**config.mk**
```make
export PLATFORM = sky130hd
export DESIGN_NAME = sfpi_core
export DESIGN_NICKNAME = d
export VERILOG_FILES = /design/src/sfpi_pkg.sv /design/src/sfpi_core.sv /design/src/sfpi_sync.sv /design/src/sfpi_fifo.sv
export SDC_FILE = /design/constraint.sdc
export NUM_CORES = 1
export LEC_CHECK = 0
export BUFFER_PORTS_ARGS = -buffer_cell sky130_fd_sc_hd__buf_2
export CORE_AREA = 5 5 124 138
export CTS_CLUSTER_DIAMETER = 30
export DETAILED_ROUTE_END_ITERATION = 16
export DIE_AREA = 0 0 129 143
export PLACE_DENSITY = 0.52
export RECOVER_POWER = 50
export SLEW_MARGIN = 20
export SYNTH_ARGS = -nofsm -noshare
export SYNTH_HDL_FRONTEND = slang
export SYNTH_SLANG_ARGS = --single-unit
```
**constraint.sdc**
```tcl
create_clock -name sys_clk_in -period 5.49 [get_ports sys_clk_in]
set_input_delay 0.2745 -clock sys_clk_in [delete_from_list [all_inputs] [get_ports sys_clk_in]]
set_output_delay 0.2745 -clock sys_clk_in [all_outputs]
set_load 0.01 [all_outputs]
```
**src/sfpi_pkg.sv**
```systemverilog
// Constants and types shared by the serial flash pin interface
package sfpi_pkg;

    // --------
    // Lane modes and link states
    // --------
    typedef enum logic [1:0] {
        MODE_SINGLE,
        MODE_DUAL,
        MODE_QUAD
    } sfpi_mode_type;

    typedef enum logic [1:0] {
        ST_WAIT_HIGH,
        ST_DESELECTED,
        ST_ACTIVE,
        ST_PAUSED
    } sfpi_state_type;

    // --------
    // Timing
    // --------
    localparam int SYS_CLK_PERIOD_NS = 100;
    localparam int RESET_MIN_NS      = 1000;
    // Least time, so round up to whole cycles
    localparam int RESET_CYCLES      =
        (RESET_MIN_NS + SYS_CLK_PERIOD_NS - 1) / SYS_CLK_PERIOD_NS;
    localparam logic [3:0] RESET_CNT_MAX  = 4'(RESET_CYCLES);
    localparam logic [3:0] RESET_CNT_INIT = 4'h0;

    // --------
    // Data path
    // --------
    localparam int BYTE_BITS   = 8;
    localparam int FIFO_DEPTH  = 8;
    localparam int SYNC_WIDTH  = 7;
    localparam logic [2:0] CNT_INIT        = 3'h0;
    localparam logic [2:0] LAST_CNT_SINGLE = 3'h7;
    localparam logic [2:0] LAST_CNT_DUAL   = 3'h3;
    localparam logic [2:0] LAST_CNT_QUAD   = 3'h1;
    localparam logic [7:0] TX_IDLE_BYTE    = 8'hff;
    localparam logic [7:0] BYTE_INIT       = 8'h00;
    localparam logic [3:0] LANE_OUT_INIT   = 4'h0;
    localparam logic [3:0] LANES_SINGLE    = 4'h2;
    localparam logic [3:0] LANES_DUAL      = 4'h3;
    localparam logic [3:0] LANES_QUAD      = 4'hf;

endpackage

```
**src/sfpi_core.sv**
```systemverilog
// Pin-level serial flash interface: select, lanes, pause, reset pin
//
// Contract
// Deselected: all data lanes float
// Selected: accept input, return read data
// Host needs select fall after power-up
// Single lane: capture serial_in on rising clock
// Single lane: launch serial_out on falling clock
// Multi lane: capture rising, launch falling
// Quad only when quad_enable_bit set
// Quad enable turns protect/pause into lanes
// Single/dual use lanes 0-1; quad all
// Pause works only outside quad operation
// Reset pin resets regardless of state
// Pause while selected: float, ignore inputs
// Reset pulse of 1 us aborts all
// Host uses clock mode 0 or 3
// Host releases lanes during read phases
`timescale 1ns/1ps
module sfpi_core
    import sfpi_pkg::*;
(
    input  wire logic          sys_clk_in,
    input  wire logic          reset_n_in,
    input  wire logic          chip_select_n_in,
    input  wire logic          serial_clock_in,
    input  wire logic          hardware_reset_n_in,
    input  wire logic          data_lane_0_in,
    output logic               data_lane_0_out,
    output logic               data_lane_0_oe_out,
    input  wire logic          data_lane_1_in,
    output logic               data_lane_1_out,
    output logic               data_lane_1_oe_out,
    input  wire logic          data_lane_2_in,
    output logic               data_lane_2_out,
    output logic               data_lane_2_oe_out,
    input  wire logic          data_lane_3_in,
    output logic               data_lane_3_out,
    output logic               data_lane_3_oe_out,
    input  wire logic          quad_enable_bit_in,
    input  wire sfpi_mode_type lane_mode_in,
    input  wire logic          drive_in,
    input  wire logic          tx_valid_in,
    output logic               tx_ready_out,
    input  wire logic [7:0]    tx_data_in,
    output logic               rx_valid_out,
    input  wire logic          rx_ready_in,
    output logic      [7:0]    rx_data_out,
    output logic               rx_overrun_out,
    output logic               selected_out,
    output logic               paused_out,
    output logic               write_protect_n_out,
    output logic               device_reset_out
);

    // ----------------------------------------------------------------
    // Pin synchronisation and edge detection
    // ----------------------------------------------------------------
    logic [SYNC_WIDTH-1:0] pins_sync;
    logic                  cs_s;
    logic                  sclk_s;
    logic                  hwrst_s;
    logic [3:0]            lanes_s;
    logic                  sclk_q_reg;
    logic                  clk_rise;
    logic                  clk_fall;

    sfpi_sync #(
        .WIDTH (SYNC_WIDTH)
    ) u_sync (
        .sys_clk_in (sys_clk_in),
        .reset_n_in (reset_n_in),
        .async_in   ({hardware_reset_n_in, data_lane_3_in, data_lane_2_in,
                      data_lane_1_in, data_lane_0_in, serial_clock_in,
                      chip_select_n_in}),
        .sync_out   (pins_sync)
    );

    assign cs_s    = pins_sync[0];
    assign sclk_s  = pins_sync[1];
    assign lanes_s = pins_sync[5:2];
    assign hwrst_s = pins_sync[6];

    // Edges are taken from synchronised levels only; mode 0 and 3 alike
    assign clk_rise = sclk_s && !sclk_q_reg;
    assign clk_fall = !sclk_s && sclk_q_reg;

    always_ff @(posedge sys_clk_in or negedge reset_n_in)
    begin
        if (!reset_n_in)
            sclk_q_reg <= 1'h0;
        else
            sclk_q_reg <= sclk_s;
    end

    // ----------------------------------------------------------------
    // Mode resolution and pin reuse
    // ----------------------------------------------------------------
    sfpi_mode_type eff_mode;
    logic          pause_low;
    logic [2:0]    last_cnt;
    logic [3:0]    lane_use;

    // Quad request without the enable bit falls back to one lane
    always_comb
    begin
        eff_mode = lane_mode_in;
        if (lane_mode_in == MODE_QUAD && !quad_enable_bit_in)
            eff_mode = MODE_SINGLE;
    end

    // Lane count sets bits per clock and which pins are driven
    always_comb
    begin
        unique case (eff_mode)
            MODE_DUAL:
            begin
                last_cnt = LAST_CNT_DUAL;
                lane_use = LANES_DUAL;
            end
            MODE_QUAD:
            begin
                last_cnt = LAST_CNT_QUAD;
                lane_use = LANES_QUAD;
            end
            default:
            begin
                last_cnt = LAST_CNT_SINGLE;
                lane_use = LANES_SINGLE;
            end
        endcase
    end

    // With quad enabled the pause pin is a data lane, never a pause
    assign pause_low = !quad_enable_bit_in && !lanes_s[3];

    // Protect level only means something while lane 2 is not data
    assign write_protect_n_out = quad_enable_bit_in ? 1'h1 : lanes_s[2];

    // ----------------------------------------------------------------
    // Hardware reset pin filter
    // ----------------------------------------------------------------
    logic [3:0] hw_cnt_reg;
    logic [3:0] hw_cnt_next;
    logic       hw_hold;

    // Short glitches do nothing; a full pulse holds the abort
    assign hw_hold = (hw_cnt_reg == RESET_CNT_MAX);

    always_comb
    begin
        hw_cnt_next = hw_cnt_reg;
        if (hwrst_s)
            hw_cnt_next = RESET_CNT_INIT;
        else if (!hw_hold)
            hw_cnt_next = hw_cnt_reg + 4'h1;
    end

    always_ff @(posedge sys_clk_in or negedge reset_n_in)
    begin
        if (!reset_n_in)
            hw_cnt_reg <= RESET_CNT_INIT;
        else
            hw_cnt_reg <= hw_cnt_next;
    end

    assign device_reset_out = hw_hold;

    // ----------------------------------------------------------------
    // Select state
    // ----------------------------------------------------------------
    sfpi_state_type state_reg;
    sfpi_state_type state_next;

    always_comb
    begin
        state_next = state_reg;
        unique case (state_reg)
            ST_WAIT_HIGH:
                if (cs_s)
                    state_next = ST_DESELECTED;
            ST_DESELECTED:
                if (!cs_s)
                    state_next = ST_ACTIVE;
            ST_ACTIVE:
                if (cs_s)
                    state_next = ST_DESELECTED;
                else if (pause_low)
                    state_next = ST_PAUSED;
            ST_PAUSED:
                if (cs_s)
                    state_next = ST_DESELECTED;
                else if (!pause_low)
                    state_next = ST_ACTIVE;
        endcase
        // Reset pin overrides every state and setting
        if (hw_hold)
            state_next = ST_WAIT_HIGH;
    end

    always_ff @(posedge sys_clk_in or negedge reset_n_in)
    begin
        if (!reset_n_in)
            state_reg <= ST_WAIT_HIGH;
        else
            state_reg <= state_next;
    end

    assign selected_out = (state_reg == ST_ACTIVE) ||
                          (state_reg == ST_PAUSED);
    assign paused_out   = (state_reg == ST_PAUSED);

    // ----------------------------------------------------------------
    // Shift engine
    // ----------------------------------------------------------------
    logic       run;
    logic [2:0] cnt_reg;
    logic [2:0] cnt_next;
    logic [7:0] rx_sh_reg;
    logic [7:0] rx_sh_next;
    logic [7:0] tx_sh_reg;
    logic [7:0] tx_sh_next;
    logic [3:0] out_reg;
    logic [3:0] out_next;
    logic       push_reg;
    logic       push_next;
    logic [7:0] tx_src;
    logic       tx_take;
    logic       tx_full_reg;
    logic       tx_full_next;
    logic [7:0] tx_hold_reg;
    logic [7:0] tx_hold_next;
    logic       fifo_in_ready;

    assign run = (state_reg == ST_ACTIVE) && !cs_s && !pause_low && !hw_hold;
    // Underrun sends the idle byte rather than stalling the host clock
    assign tx_src = (cnt_reg != CNT_INIT) ? tx_sh_reg :
                    (tx_full_reg ? tx_hold_reg : TX_IDLE_BYTE);
    assign tx_take = run && drive_in && clk_fall &&
                     (cnt_reg == CNT_INIT) && tx_full_reg;

    // Capture on rise, launch on fall; a deselect drops any part byte
    always_comb
    begin
        cnt_next   = cnt_reg;
        rx_sh_next = rx_sh_reg;
        tx_sh_next = tx_sh_reg;
        out_next   = out_reg;
        push_next  = 1'h0;
        if (hw_hold || cs_s)
            cnt_next = CNT_INIT;
        else if (run && !drive_in && clk_rise)
        begin
            unique case (eff_mode)
                MODE_DUAL:
                    rx_sh_next = {rx_sh_reg[5:0], lanes_s[1:0]};
                MODE_QUAD:
                    rx_sh_next = {rx_sh_reg[3:0], lanes_s};
                default:
                    rx_sh_next = {rx_sh_reg[6:0], lanes_s[0]};
            endcase
            push_next = (cnt_reg == last_cnt);
            cnt_next  = (cnt_reg == last_cnt) ? CNT_INIT : cnt_reg + 3'h1;
        end
        else if (run && drive_in && clk_fall)
        begin
            unique case (eff_mode)
                MODE_DUAL:
                begin
                    out_next[1:0] = tx_src[7:6];
                    tx_sh_next    = {tx_src[5:0], 2'h0};
                end
                MODE_QUAD:
                begin
                    out_next   = tx_src[7:4];
                    tx_sh_next = {tx_src[3:0], 4'h0};
                end
                default:
                begin
                    out_next[1] = tx_src[7];
                    tx_sh_next  = {tx_src[6:0], 1'h0};
                end
            endcase
            cnt_next = (cnt_reg == last_cnt) ? CNT_INIT : cnt_reg + 3'h1;
        end
    end

    // One-byte holding register for read data from the user side
    always_comb
    begin
        tx_full_next = tx_full_reg;
        tx_hold_next = tx_hold_reg;
        if (hw_hold)
            tx_full_next = 1'h0;
        else if (tx_take)
            tx_full_next = 1'h0;
        else if (tx_valid_in && !tx_full_reg)
        begin
            tx_full_next = 1'h1;
            tx_hold_next = tx_data_in;
        end
    end

    always_ff @(posedge sys_clk_in or negedge reset_n_in)
    begin
        if (!reset_n_in)
        begin
            cnt_reg     <= CNT_INIT;
            rx_sh_reg   <= BYTE_INIT;
            tx_sh_reg   <= BYTE_INIT;
            out_reg     <= LANE_OUT_INIT;
            push_reg    <= 1'h0;
            tx_full_reg <= 1'h0;
            tx_hold_reg <= BYTE_INIT;
        end
        else
        begin
            cnt_reg     <= cnt_next;
            rx_sh_reg   <= rx_sh_next;
            tx_sh_reg   <= tx_sh_next;
            out_reg     <= out_next;
            push_reg    <= push_next;
            tx_full_reg <= tx_full_next;
            tx_hold_reg <= tx_hold_next;
        end
    end

    assign tx_ready_out = !tx_full_reg;
    // Host clock cannot be stalled, so a full FIFO loses the byte
    assign rx_overrun_out = push_reg && !fifo_in_ready;

    // ----------------------------------------------------------------
    // Receive FIFO
    // ----------------------------------------------------------------
    sfpi_fifo #(
        .WIDTH (BYTE_BITS),
        .DEPTH (FIFO_DEPTH)
    ) u_fifo (
        .sys_clk_in    (sys_clk_in),
        .reset_n_in    (reset_n_in),
        .flush_in      (hw_hold),
        .in_valid_in   (push_reg),
        .in_ready_out  (fifo_in_ready),
        .in_data_in    (rx_sh_reg),
        .out_valid_out (rx_valid_out),
        .out_ready_in  (rx_ready_in),
        .out_data_out  (rx_data_out)
    );

    // ----------------------------------------------------------------
    // Lane drivers
    // ----------------------------------------------------------------
    logic [3:0] lane_oe;

    // Drive only while selected, running a read and not paused
    assign lane_oe = (state_reg == ST_ACTIVE && drive_in && !pause_low) ?
                     lane_use : 4'h0;

    assign data_lane_0_out    = out_reg[0];
    assign data_lane_1_out    = out_reg[1];
    assign data_lane_2_out    = out_reg[2];
    assign data_lane_3_out    = out_reg[3];
    assign data_lane_0_oe_out = lane_oe[0];
    assign data_lane_1_oe_out = lane_oe[1];
    assign data_lane_2_oe_out = lane_oe[2];
    assign data_lane_3_oe_out = lane_oe[3];
endmodule

```
**src/sfpi_sync.sv**
```systemverilog
// Two flip-flop synchroniser for pin inputs
`timescale 1ns/1ps
module sfpi_sync
    import sfpi_pkg::*;
#(
    parameter int WIDTH = 1
)
(
    input  wire logic             sys_clk_in,
    input  wire logic             reset_n_in,
    input  wire logic [WIDTH-1:0] async_in,
    output logic      [WIDTH-1:0] sync_out
);

    // --------
    // Stages
    // --------
    logic [WIDTH-1:0] meta_reg;
    logic [WIDTH-1:0] stable_reg;

    // First stage is read only by the second
    always_ff @(posedge sys_clk_in or negedge reset_n_in)
    begin
        if (!reset_n_in)
        begin
            meta_reg   <= '0;
            stable_reg <= '0;
        end
        else
        begin
            meta_reg   <= async_in;
            stable_reg <= meta_reg;
        end
    end

    assign sync_out = stable_reg;

endmodule

```
**src/sfpi_fifo.sv**
```systemverilog
// Receive byte FIFO with valid and ready on both sides
`timescale 1ns/1ps
module sfpi_fifo
    import sfpi_pkg::*;
#(
    parameter int WIDTH = 8,
    parameter int DEPTH = 8
)
(
    input  wire logic             sys_clk_in,
    input  wire logic             reset_n_in,
    input  wire logic             flush_in,
    input  wire logic             in_valid_in,
    output logic                  in_ready_out,
    input  wire logic [WIDTH-1:0] in_data_in,
    output logic                  out_valid_out,
    input  wire logic             out_ready_in,
    output logic      [WIDTH-1:0] out_data_out
);

    // --------
    // Storage and pointers
    // --------
    localparam int AW = $clog2(DEPTH);

    logic [WIDTH-1:0] mem_reg [DEPTH];
    logic [AW:0]      wr_ptr_reg;
    logic [AW:0]      wr_ptr_next;
    logic [AW:0]      rd_ptr_reg;
    logic [AW:0]      rd_ptr_next;
    logic             full;
    logic             empty;
    logic             do_wr;
    logic             do_rd;

    // Extra pointer bit tells full from empty
    assign empty         = (wr_ptr_reg == rd_ptr_reg);
    assign full          = (wr_ptr_reg[AW] != rd_ptr_reg[AW]) &&
                           (wr_ptr_reg[AW-1:0] == rd_ptr_reg[AW-1:0]);
    assign in_ready_out  = !full;
    assign out_valid_out = !empty;
    assign out_data_out  = mem_reg[rd_ptr_reg[AW-1:0]];
    assign do_wr         = in_valid_in && !full && !flush_in;
    assign do_rd         = out_ready_in && !empty && !flush_in;

    // Pointer next values
    always_comb
    begin
        wr_ptr_next = wr_ptr_reg;
        rd_ptr_next = rd_ptr_reg;
        if (flush_in)
        begin
            wr_ptr_next = '0;
            rd_ptr_next = '0;
        end
        else
        begin
            if (do_wr)
                wr_ptr_next = wr_ptr_reg + (AW+1)'(1);
            if (do_rd)
                rd_ptr_next = rd_ptr_reg + (AW+1)'(1);
        end
    end

    // Pointer registers
    always_ff @(posedge sys_clk_in or negedge reset_n_in)
    begin
        if (!reset_n_in)
        begin
            wr_ptr_reg <= '0;
            rd_ptr_reg <= '0;
        end
        else
        begin
            wr_ptr_reg <= wr_ptr_next;
            rd_ptr_reg <= rd_ptr_next;
        end
    end

    // Memory write; contents need no reset
    always_ff @(posedge sys_clk_in)
    begin
        if (do_wr)
            mem_reg[wr_ptr_reg[AW-1:0]] <= in_data_in;
    end

endmodule

```
==> impl_metrics.csv, run 1 <==
group,metric,value,unit
critical_path,regToRegSetupSlack,2730,ps
critical_path,endpoint,"u_fifo.rd_ptr_reg[0]",
logic_synthesis,synth_area_leaders,"edfxtp_1, dfrtp_1, mux4_2, mux2_2, a21oi_1",
clock_tree,cts_setup_buffers,0,
routing,drtIter0Drc,193,
timing,relSlewSlack,-1.164,
logic_synthesis,yosysTopAreaCellShare,0.3606,
outcome,status,"finished, violations left",
timing,rsz0062_at_grt,"no",
global_routing,antenna_found_initial,0,
routing,via_count,3081,
critical_path,critPathCaptureType,"async pin",
pwr,power_density,413.0,nW/um^2
outcome,failed_checks,"max-capacitance violations, max-slew violations",
critical_path,critPathArrivalTime,2660,ps
clock_tree,cts_sinks,125,
timing,post-route-period-util,0.5241,
clock_tree,cts_root_buf,"clkbuf_16",
critical_path,cp.depth,2,
layout,drive_above_1_share,0.2943,
critical_path,cpPeakStageDelay,2280,ps
layout,diodes,0,
floorplan,die_width,129,um
place,hpwl,7313,um
clock_tree,cts.path.max_buffers,2,
floorplan,die-area,18450,um^2
clock_tree,clock_latency,420,ps
critical_path,worstPathRequired,5280,ps
critical_path,crit_slowest_cell,"clkbuf_1",
layout,synthToLayoutAreaGrowth,19.69,%
clock_tree,cts_buffers,17,
logic_synthesis,ys.flop_type,"edfxtp_1",
timing,finalHoldViolations,0,
critical_path,critPathLaunchType,"input pin",
timing,max_freq,347.5,MHz
timing,timing.setup.tns,0,ps
floorplan,dieHeight,143,um
critical_path,r2r-start,"u_fifo.rd_ptr_reg[1]",
global_routing,track_usage,0.1277,
pwr,power_leakage,2.522,nW
pwr,p_int,1.941,mW
place,gp_congestion,0.7825,
min_path,min-delay-path-class,"input pin to flip-flop",
logic_synthesis,synth-seq-cells,125,
min_path,hold_depth,2,
layout,nets,451,
global_routing,grt_pass1_vias,3294,
pwr,switchingPower,693.9,uW
layout,fillCellCount,1469,
logic_synthesis,yosysSeqAreaShare,0.6469,
logic_synthesis,syn-num-nets,395,
critical_path,path_buf_inv,2,
critical_path,cp_max_fo,61,
timing,worst_slew_pin_slew,3246,ps
global_routing,grt_pass1_wl,17710,um
pwr,clockPowerShare,0.410,
critical_path,crit_start,"reset_n_in",
logic_synthesis,synth_edf_count,64,
logic_synthesis,async_flop_share,0.4880,
routing,dr.pass1.iters,4,
routing,ant_nets,0,
routing,wl_per_cell,17.02,um
place,portBuffers,45,
logic_synthesis,synthCells,366,
pwr,seq_power_share,0.423,
place,placed_cell_area,5728,um^2
routing,vias_per_cell,4.852,
flow_run,drv_cap,1,
critical_path,reg2reg_to,"u_fifo.mem_reg[3][7]",
clock_tree,ctsResizeCount,0,
timing,period_needed,2877,ps
logic_synthesis,synth_most_common_cell,"edfxtp_1",
logic_synthesis,yosysWarnings,0,
logic_synthesis,yosys.area.top_type,"edfxtp_1",
critical_path,worst-setup-path-type,"input pin to async pin",
clock_tree,htreeDepth,4,
floorplan,io_pins,46,
logic_synthesis,synth.distinct_cells,50,
floorplan,rows,48,
global_routing,overflow,0,
pwr,switching_share,0.2633,
pwr,combPwrFrac,0.167,
clock_tree,cts_tree,"yes",
global_routing,grt_max_degree,62,
timing,setup_violations,0,
logic_synthesis,synth_common_cells,"edfxtp_1, dfrtp_1, nor2_1, nand2_1, mux2_2",
critical_path,reg2regPathDepth,4,
clock_tree,cts.clk_slew.worst_paths,50,ps
logic_synthesis,avgSynthCellArea,14.56,um^2
routing,wl,10810,um
timing,fin_skew,13.12,ps
logic_synthesis,synth_area,5330,um^2
layout,stdcell_area,6380,um^2
floorplan,start_util,0.3440,
routing,drc,0,
timing,final-max-slew-violation-count,62,
clock_tree,postCtsHoldBufs,7,
critical_path,crit_chain,"buf_2 > clkbuf_1",
pwr,ir_worst_vdd,196.5,uV
critical_path,crit_family,"buffers and inverters",
floorplan,core-area,15490,um^2
layout,largest_register_ff_count,64,
## layout by cell type (no fill, tap or decap), types with 3 or more instances in the layout
| cell | instances |
|---|---|
| clkinvlp_4 | 3 |
| a22o_1 | 6 |
| xor2_1 | 4 |
| o221ai_1 | 4 |
| mux2_2 | 22 |
| buf_2 | 45 |
| clkinv_4 | 4 |
| edfxtp_1 | 64 |
| nand2_1 | 23 |
| clkbuf_16 | 17 |
| or3_1 | 5 |
| inv_1 | 14 |
| mux4_2 | 16 |
| nand2b_1 | 9 |
| mux2_1 | 7 |
| nand3_1 | 9 |
| o21ai_0 | 16 |
| dlygate4sd3_1 | 7 |
| dfrtp_1 | 61 |
| a21oi_1 | 21 |
| nor2_1 | 24 |
| xnor2_1 | 5 |
| ha_1 | 6 |
## worst min path at each step
stage                         endpoint                from  slack (ps)
finish                  tx_hold_reg[5]       tx_data_in[5]          90
detailed placement  u_sync.sync_out[4]  u_sync.meta_reg[4]         340
global route            tx_hold_reg[6]       tx_data_in[6]          70
CTS                 u_sync.meta_reg[4]          reset_n_in          40
global placement    u_sync.sync_out[2]  u_sync.meta_reg[2]         340
floorplan                   cnt_reg[0]          reset_n_in         -20
## stage by stage
stage          setup slack [ps]  utilization  instances  hold slack (ps)  total power, mW
6_report                   2613       0.4117        635            86.07            2.635
5_1_grt                    1746       0.4117        635            68.78            2.758
4_1_cts                    2336       0.4113        635            40.59            2.675
3_5_place_dp               2349       0.3697        596            335.8            1.583
3_3_place_gp               2493       0.3697        596            335.4            1.574
2_1_floorplan              3220            -        366           -21.09            1.452
## metal layers
| layer | up-vias | global-route usage | part of all wire |
|---|---|---|---|
| met5 | - | 0 | 0 |
| met4 | 0 | 0.05473 | 0.018 |
| met3 | 16 | 0.04078 | 0.051 |
| met2 | 73 | 0.1990 | 0.48 |
| met1 | 1529 | 0.1645 | 0.46 |
| li1 | 1463 | - | - |
## worst register-to-register path, cell delays in order, from the launching register on
cell and delay [ps]:
dfrtp_1 950, xor2_2 270, o41ai_4 160, or3_1 400
nor2_1 610
## power by group through the flow
stage          logic [mW]  registers (mW)  clock network, mW
3_5_place_dp        0.447            1.14                  0
3_3_place_gp        0.442            1.13                  0
4_1_cts             0.453            1.12               1.10
2_1_floorplan       0.370            1.08                  0
5_1_grt             0.489            1.13               1.14
6_report            0.440            1.12               1.08
## final cells by class
cell class | instances | area [um^2] | area share
Clock buffer | 18 | 429.2 | 0.06727
Multi-Input combinational cell | 209 | 1743 | 0.2732
Sequential cell | 125 | 3448 | 0.5405
Clock inverter | 14 | 146.4 | 0.02295
Inverter | 15 | 56.30 | 0.008825
Timing Repair Buffer | 54 | 306.5 | 0.04805
Tap cell | 200 | 250.2 | 0.03922
## cells by family (layout without fill, tap and decap cells)
kind of cell,after synthesis,after routing,share of synthesized area
buf+inv,32,101,0.02793
compound gates,57,57,0.07089
xor+xnor,11,11,0.02089
mux,47,47,0.1326
simple gates,88,88,0.08662
fa+ha+maj,6,6,0.01408
flops,125,125,0.6469
(Power assumes the default switching activity.)
==> run 2: changes to the inputs <==
PLACE_DENSITY = 0.54   (was 0.52)
clock period = 2.45 ns   (was 5.49 ns; I/O delays follow)
==> impl_metrics.csv, run 2 (synthesis gave the netlist of run 1 again) <==
group,metric,value,unit
outcome,status,"finished, violations left",
outcome,failed_checks,"max-capacitance violations",
pwr,power_leakage,2.642,nW
critical_path,crit_slowest_cell,"mux4_2",
critical_path,regToRegSetupSlack,280,ps
routing,drtIter0Drc,175,
clock_tree,cts.clk_slew.worst_paths,50,ps
place,hpwl,7124,um
critical_path,reg2reg_to,"out_reg[2]",
timing,period_needed,2217,ps
critical_path,critPathCaptureType,"output port",
floorplan,die_width,129,um
routing,via_count,3185,
critical_path,cpPeakStageDelay,570,ps
layout,diodes,0,
timing,finalHoldViolations,0,
layout,largest_register_ff_count,64,
critical_path,worstPathRequired,2330,ps
pwr,combPwrFrac,0.190,
pwr,seq_power_share,0.408,
global_routing,antenna_found_initial,0,
pwr,clockPowerShare,0.402,
critical_path,r2r-start,"hw_cnt_reg[0]",
critical_path,crit_start,"u_fifo.rd_ptr_reg[0]",
clock_tree,cts_tree,"yes",
routing,ant_nets,0,
layout,drive_above_1_share,0.3028,
floorplan,core-area,15490,um^2
routing,dr.pass1.iters,5,
routing,wl_per_cell,15.92,um
critical_path,cp_max_fo,19,
timing,worst_slew_pin_slew,1493,ps
global_routing,grt_pass1_wl,17790,um
layout,layout_common_cells,"edfxtp_1, dfrtp_1, buf_2",
layout,layout_commonest_cell,"edfxtp_1",
timing,whs,168.4,ps
timing,post-route-period-util,0.9050,
timing,fin_skew,7.586,ps
clock_tree,cts.path.max_buffers,2,
layout,fillCellCount,1452,
global_routing,overflow,0,
timing,relSlewSlack,0.004901,
place,placed_cells,610,
routing,vias_per_cell,4.833,
routing,wl,10490,um
layout,fin_cells,659,
critical_path,crit_chain,"buf_6 > mux4_2 > mux2_2 > buf_2",
floorplan,io_pins,46,
timing,timing.setup.tns,0,ps
global_routing,grt_pass1_vias,3444,
floorplan,rows,48,
timing,final-max-slew-violation-count,0,
pwr,p_int,4.451,mW
pwr,total_power,5.926,mW
floorplan,dieHeight,143,um
floorplan,die-area,18450,um^2
place,portBuffers,45,
timing,rsz0062_at_grt,"no",
floorplan,start_util,0.3440,
clock_tree,clock_latency,410,ps
critical_path,reg2regPathDepth,8,
critical_path,critPathArrivalTime,2090,ps
critical_path,endpoint,"rx_data_out[1]",
clock_tree,htreeDepth,4,
critical_path,worst-setup-path-type,"flip-flop to output port",
timing,max_freq,451.0,MHz
pwr,switching_share,0.2488,
layout,synthToLayoutAreaGrowth,23.36,%
flow_run,drv_cap,1,
clock_tree,cts_sinks,125,
global_routing,track_usage,0.1266,
routing,drc,0,
place,gp_congestion,0.8075,
global_routing,grt_max_degree,62,
pwr,power_density,901.2,nW/um^2
pwr,ir_worst_vdd,399.5,uV
min_path,min-delay-path-class,"input pin to flip-flop",
clock_tree,cts_setup_buffers,0,
layout,nets,475,
clock_tree,cts_root_buf,"clkbuf_16",
clock_tree,cts_buffers,17,
critical_path,critPathLaunchType,"flip-flop",
min_path,hp-start,"quad_enable_bit_in",
pwr,switchingPower,1.474,mW
timing,setup_violations,0,
[run 2: power by group through the flow]
stage,clock [mW],combinational (mW),sequential (mW)
after floorplan,0,0.829,2.42
final,2.38,1.12,2.42
after CTS,2.44,1.15,2.42
after global placement,0,1.12,2.45
after global routing,2.57,1.26,2.44
after detailed placement,0,1.12,2.46
[run 2: final cells by class]
class                      count  area, um^2  share of cell area
clock buffer                  23       478.0             0.07269
sequential                   125        3448              0.5245
inverter                      15       56.30            0.008563
timing repair buffer          78       516.7             0.07859
tap                          200       250.2             0.03806
multi-input combinational    209        1733              0.2636
clock inverter                 9       92.59             0.01408
[run 2: worst max-delay path: cells and delay by family, from the launching register on]
kind	cells	cell delay (ps)
buffers and inverters	2	430
DFF	1	400
muxes	2	860
[run 2: how the worst min path moves through the flow]
stage                                end  slack, ps  depth (start not counted)
final                       state_reg[0]        170                          4
after global placement        out_reg[3]        160                          2
after global routing        state_reg[0]        200                          4
after CTS                   state_reg[0]        160                          4
after detailed placement  tx_hold_reg[7]        160                          2
after floorplan               cnt_reg[0]       -170                          0
[run 2: per-stage QoR]
step                cell area [um^2]  utilization  worst slack, ps
floorplan                       5330            -            180.1
global placement                5846       0.3773            301.7
detailed placement              5846       0.3773            251.5
CTS                             6586       0.4251            100.2
global route                    6575       0.4243            72.59
finish                          6575       0.4243            232.7
[run 2: timing repair]
item | 4_1_cts | 5_1_grt
endpoints found under the hold margin | 77 | 0
hold buffers | 17 | 0
endpoints found under the setup margin | 0 | 1
gates resized for setup | 0 | 1
[run 2: metal layers]
metal  GRT usage  share of wire  vias up
li1            -              -     1520
met1      0.1536           0.43     1583
met2      0.2126           0.51       62
met5           0              0        -
met4     0.04809          0.018        0
met3     0.03816          0.045       20
==> run 3: changes to the inputs <==
CTS_BUF_LIST = sky130_fd_sc_hd__clkbuf_2   (was not set)
==> impl_metrics.csv, run 3 (synthesis gave the netlist of run 1 again) <==
group,metric,value,unit
timing,period_needed,2350,ps
timing,finalHoldViolations,0,
floorplan,rows,48,
clock_tree,clock_latency,650,ps
global_routing,grt_pass1_wl,17620,um
timing,setup_ws,99.58,ps
critical_path,r2r-start,"u_fifo.rd_ptr_reg[0]",
floorplan,start_util,0.3440,
floorplan,die_width,129,um
critical_path,worst-setup-path-type,"flip-flop to output port",
global_routing,track_usage,0.1252,
timing,final-max-slew-violation-count,61,
floorplan,io_pins,46,
place,dpl_worst_slack,251.5,ps
layout,synthToLayoutAreaGrowth,20.00,%
min_path,min-delay-path-class,"input pin to flip-flop",
routing,drtIter0Drc,169,
place,hpwl,7124,um
critical_path,cp_max_fo,9,
global_routing,grt_busiest_layer,"met2",
timing,setup_violations,0,
routing,ant_nets,0,
pwr,ir_worst_vdd,319.7,uV
timing,timing.setup.tns,0,ps
layout,fillCellCount,1484,
global_routing,use_met1,0.1485,
global_routing,grt_max_degree,62,
clock_tree,cts_sinks,125,
critical_path,worstPathRequired,2330,ps
layout,diodes,0,
global_routing,grt_util_met2,0.2162,
clock_tree,cts_root_buf,"clkbuf_2",
critical_path,critPathCaptureType,"output port",
timing,max_freq,425.5,MHz
global_routing,antenna_found_initial,0,
layout,final_util,0.4128,
floorplan,core-area,15490,um^2
pwr,power_density,778.8,nW/um^2
global_routing,met3_usage,0.03404,
timing,worst_slew_pin_slew,1504,ps
routing,vias_per_cell,4.813,
floorplan,dieHeight,143,um
layout,nets,484,
layout,layout_commonest_cell,"edfxtp_1",
outcome,failed_checks,"max-capacitance violations, max-slew violations",
flow_run,drv_cap,1,
clock_tree,cts.clk_slew.worst_paths,170,ps
timing,post-route-period-util,0.9594,
routing,dr.pass1.iters,4,
layout,largest_register_ff_count,64,
clock_tree,htreeDepth,4,
clock_tree,cts_buffers,17,
clock_tree,cts_tree,"yes",
routing,wl,10710,um
timing,fin_skew,20.78,ps
place,gp_congestion,0.8075,
layout,drive_above_1_share,0.3077,
routing,drc,0,
place,portBuffers,45,
routing,wl_per_cell,16.04,um
timing,rsz0062_at_grt,"yes",
critical_path,critPathArrivalTime,2230,ps
layout,layout_common_cells,"edfxtp_1, dfrtp_1, buf_2",
global_routing,overflow,0,
timing,relSlewSlack,-0.002794,
floorplan,die-area,18450,um^2
clock_tree,cts.path.max_buffers,2,
critical_path,critPathLaunchType,"flip-flop",
min_path,hp-start,"data_lane_3_in",
critical_path,crit_start,"u_fifo.rd_ptr_reg[0]",
pwr,power_leakage,2.600,nW
global_routing,grt_pass1_vias,3463,
routing,via_count,3215,
outcome,status,"finished, violations left",
[run 3: path summary, 6_finish.rpt]
path                                        endpoint  slack, ps  cells past startpoint
worst max-delay path                  rx_data_out[1]        100                      4
worst min-delay path              u_sync.meta_reg[5]        100                      2
worst max register to register  u_fifo.mem_reg[0][7]        240                      7
worst min register to register    u_sync.sync_out[1]        350                      0
max in group asynchronous       u_fifo.rd_ptr_reg[0]        490                      4
min in group asynchronous                 out_reg[1]        970                      4
[run 3: power breakdown]
part	switching (mW)	internal, mW	total (mW)
combinational	0.612	0.794	1.41
sequential	0.0977	2.32	2.42
clock	0.702	0.454	1.16
[run 3: through the flow]
step / hold WS [ps] / total power, mW / instance area, um^2 / std cells
floorplan: -173.1 / 3.253 / 5330 / 366
global placement: 159.4 / 3.568 / 5846 / 610
detailed placement: 161.4 / 3.579 / 5846 / 610
CTS: 14.56 / 4.874 / 6317 / 666
global route: 19.60 / 5.299 / 6396 / 668
finish: 104.2 / 4.981 / 6396 / 668
[run 3: area by class of cell]
type | instances | area [um^2] | area share
Multi-Input combinational cell | 209 | 1763 | 0.2756
Clock inverter | 12 | 103.9 | 0.01624
Timing Repair Buffer | 87 | 673.1 | 0.1052
Clock buffer | 20 | 100.1 | 0.01565
Sequential cell | 125 | 3450 | 0.5393
Tap cell | 200 | 250.2 | 0.03912
Inverter | 15 | 56.30 | 0.008803
[run 3: metal layers]
| metal | vias up | wire length [um] |
|---|---|---|
| met4 | 0 | 166 |
| met2 | 65 | 5572 |
| met5 | - | 0 |
| met3 | 16 | 412 |
| met1 | 1601 | 4562 |
| li1 | 1533 | - |
[run 3: repair_timing]
item,4_1_cts,5_1_grt
setup buffers,2,1
hold buffers,22,0
gates resized for setup,7,13
endpoints found under the hold margin,87,0
cloned,0,1
setup endpoints to repair,8,8
[run 3: worst max-delay path: stages (launching register included)]
cell and delay (ps):
dfrtp_2 470, buf_12 170, mux4_2 530, mux2_4 290, buf_6 120
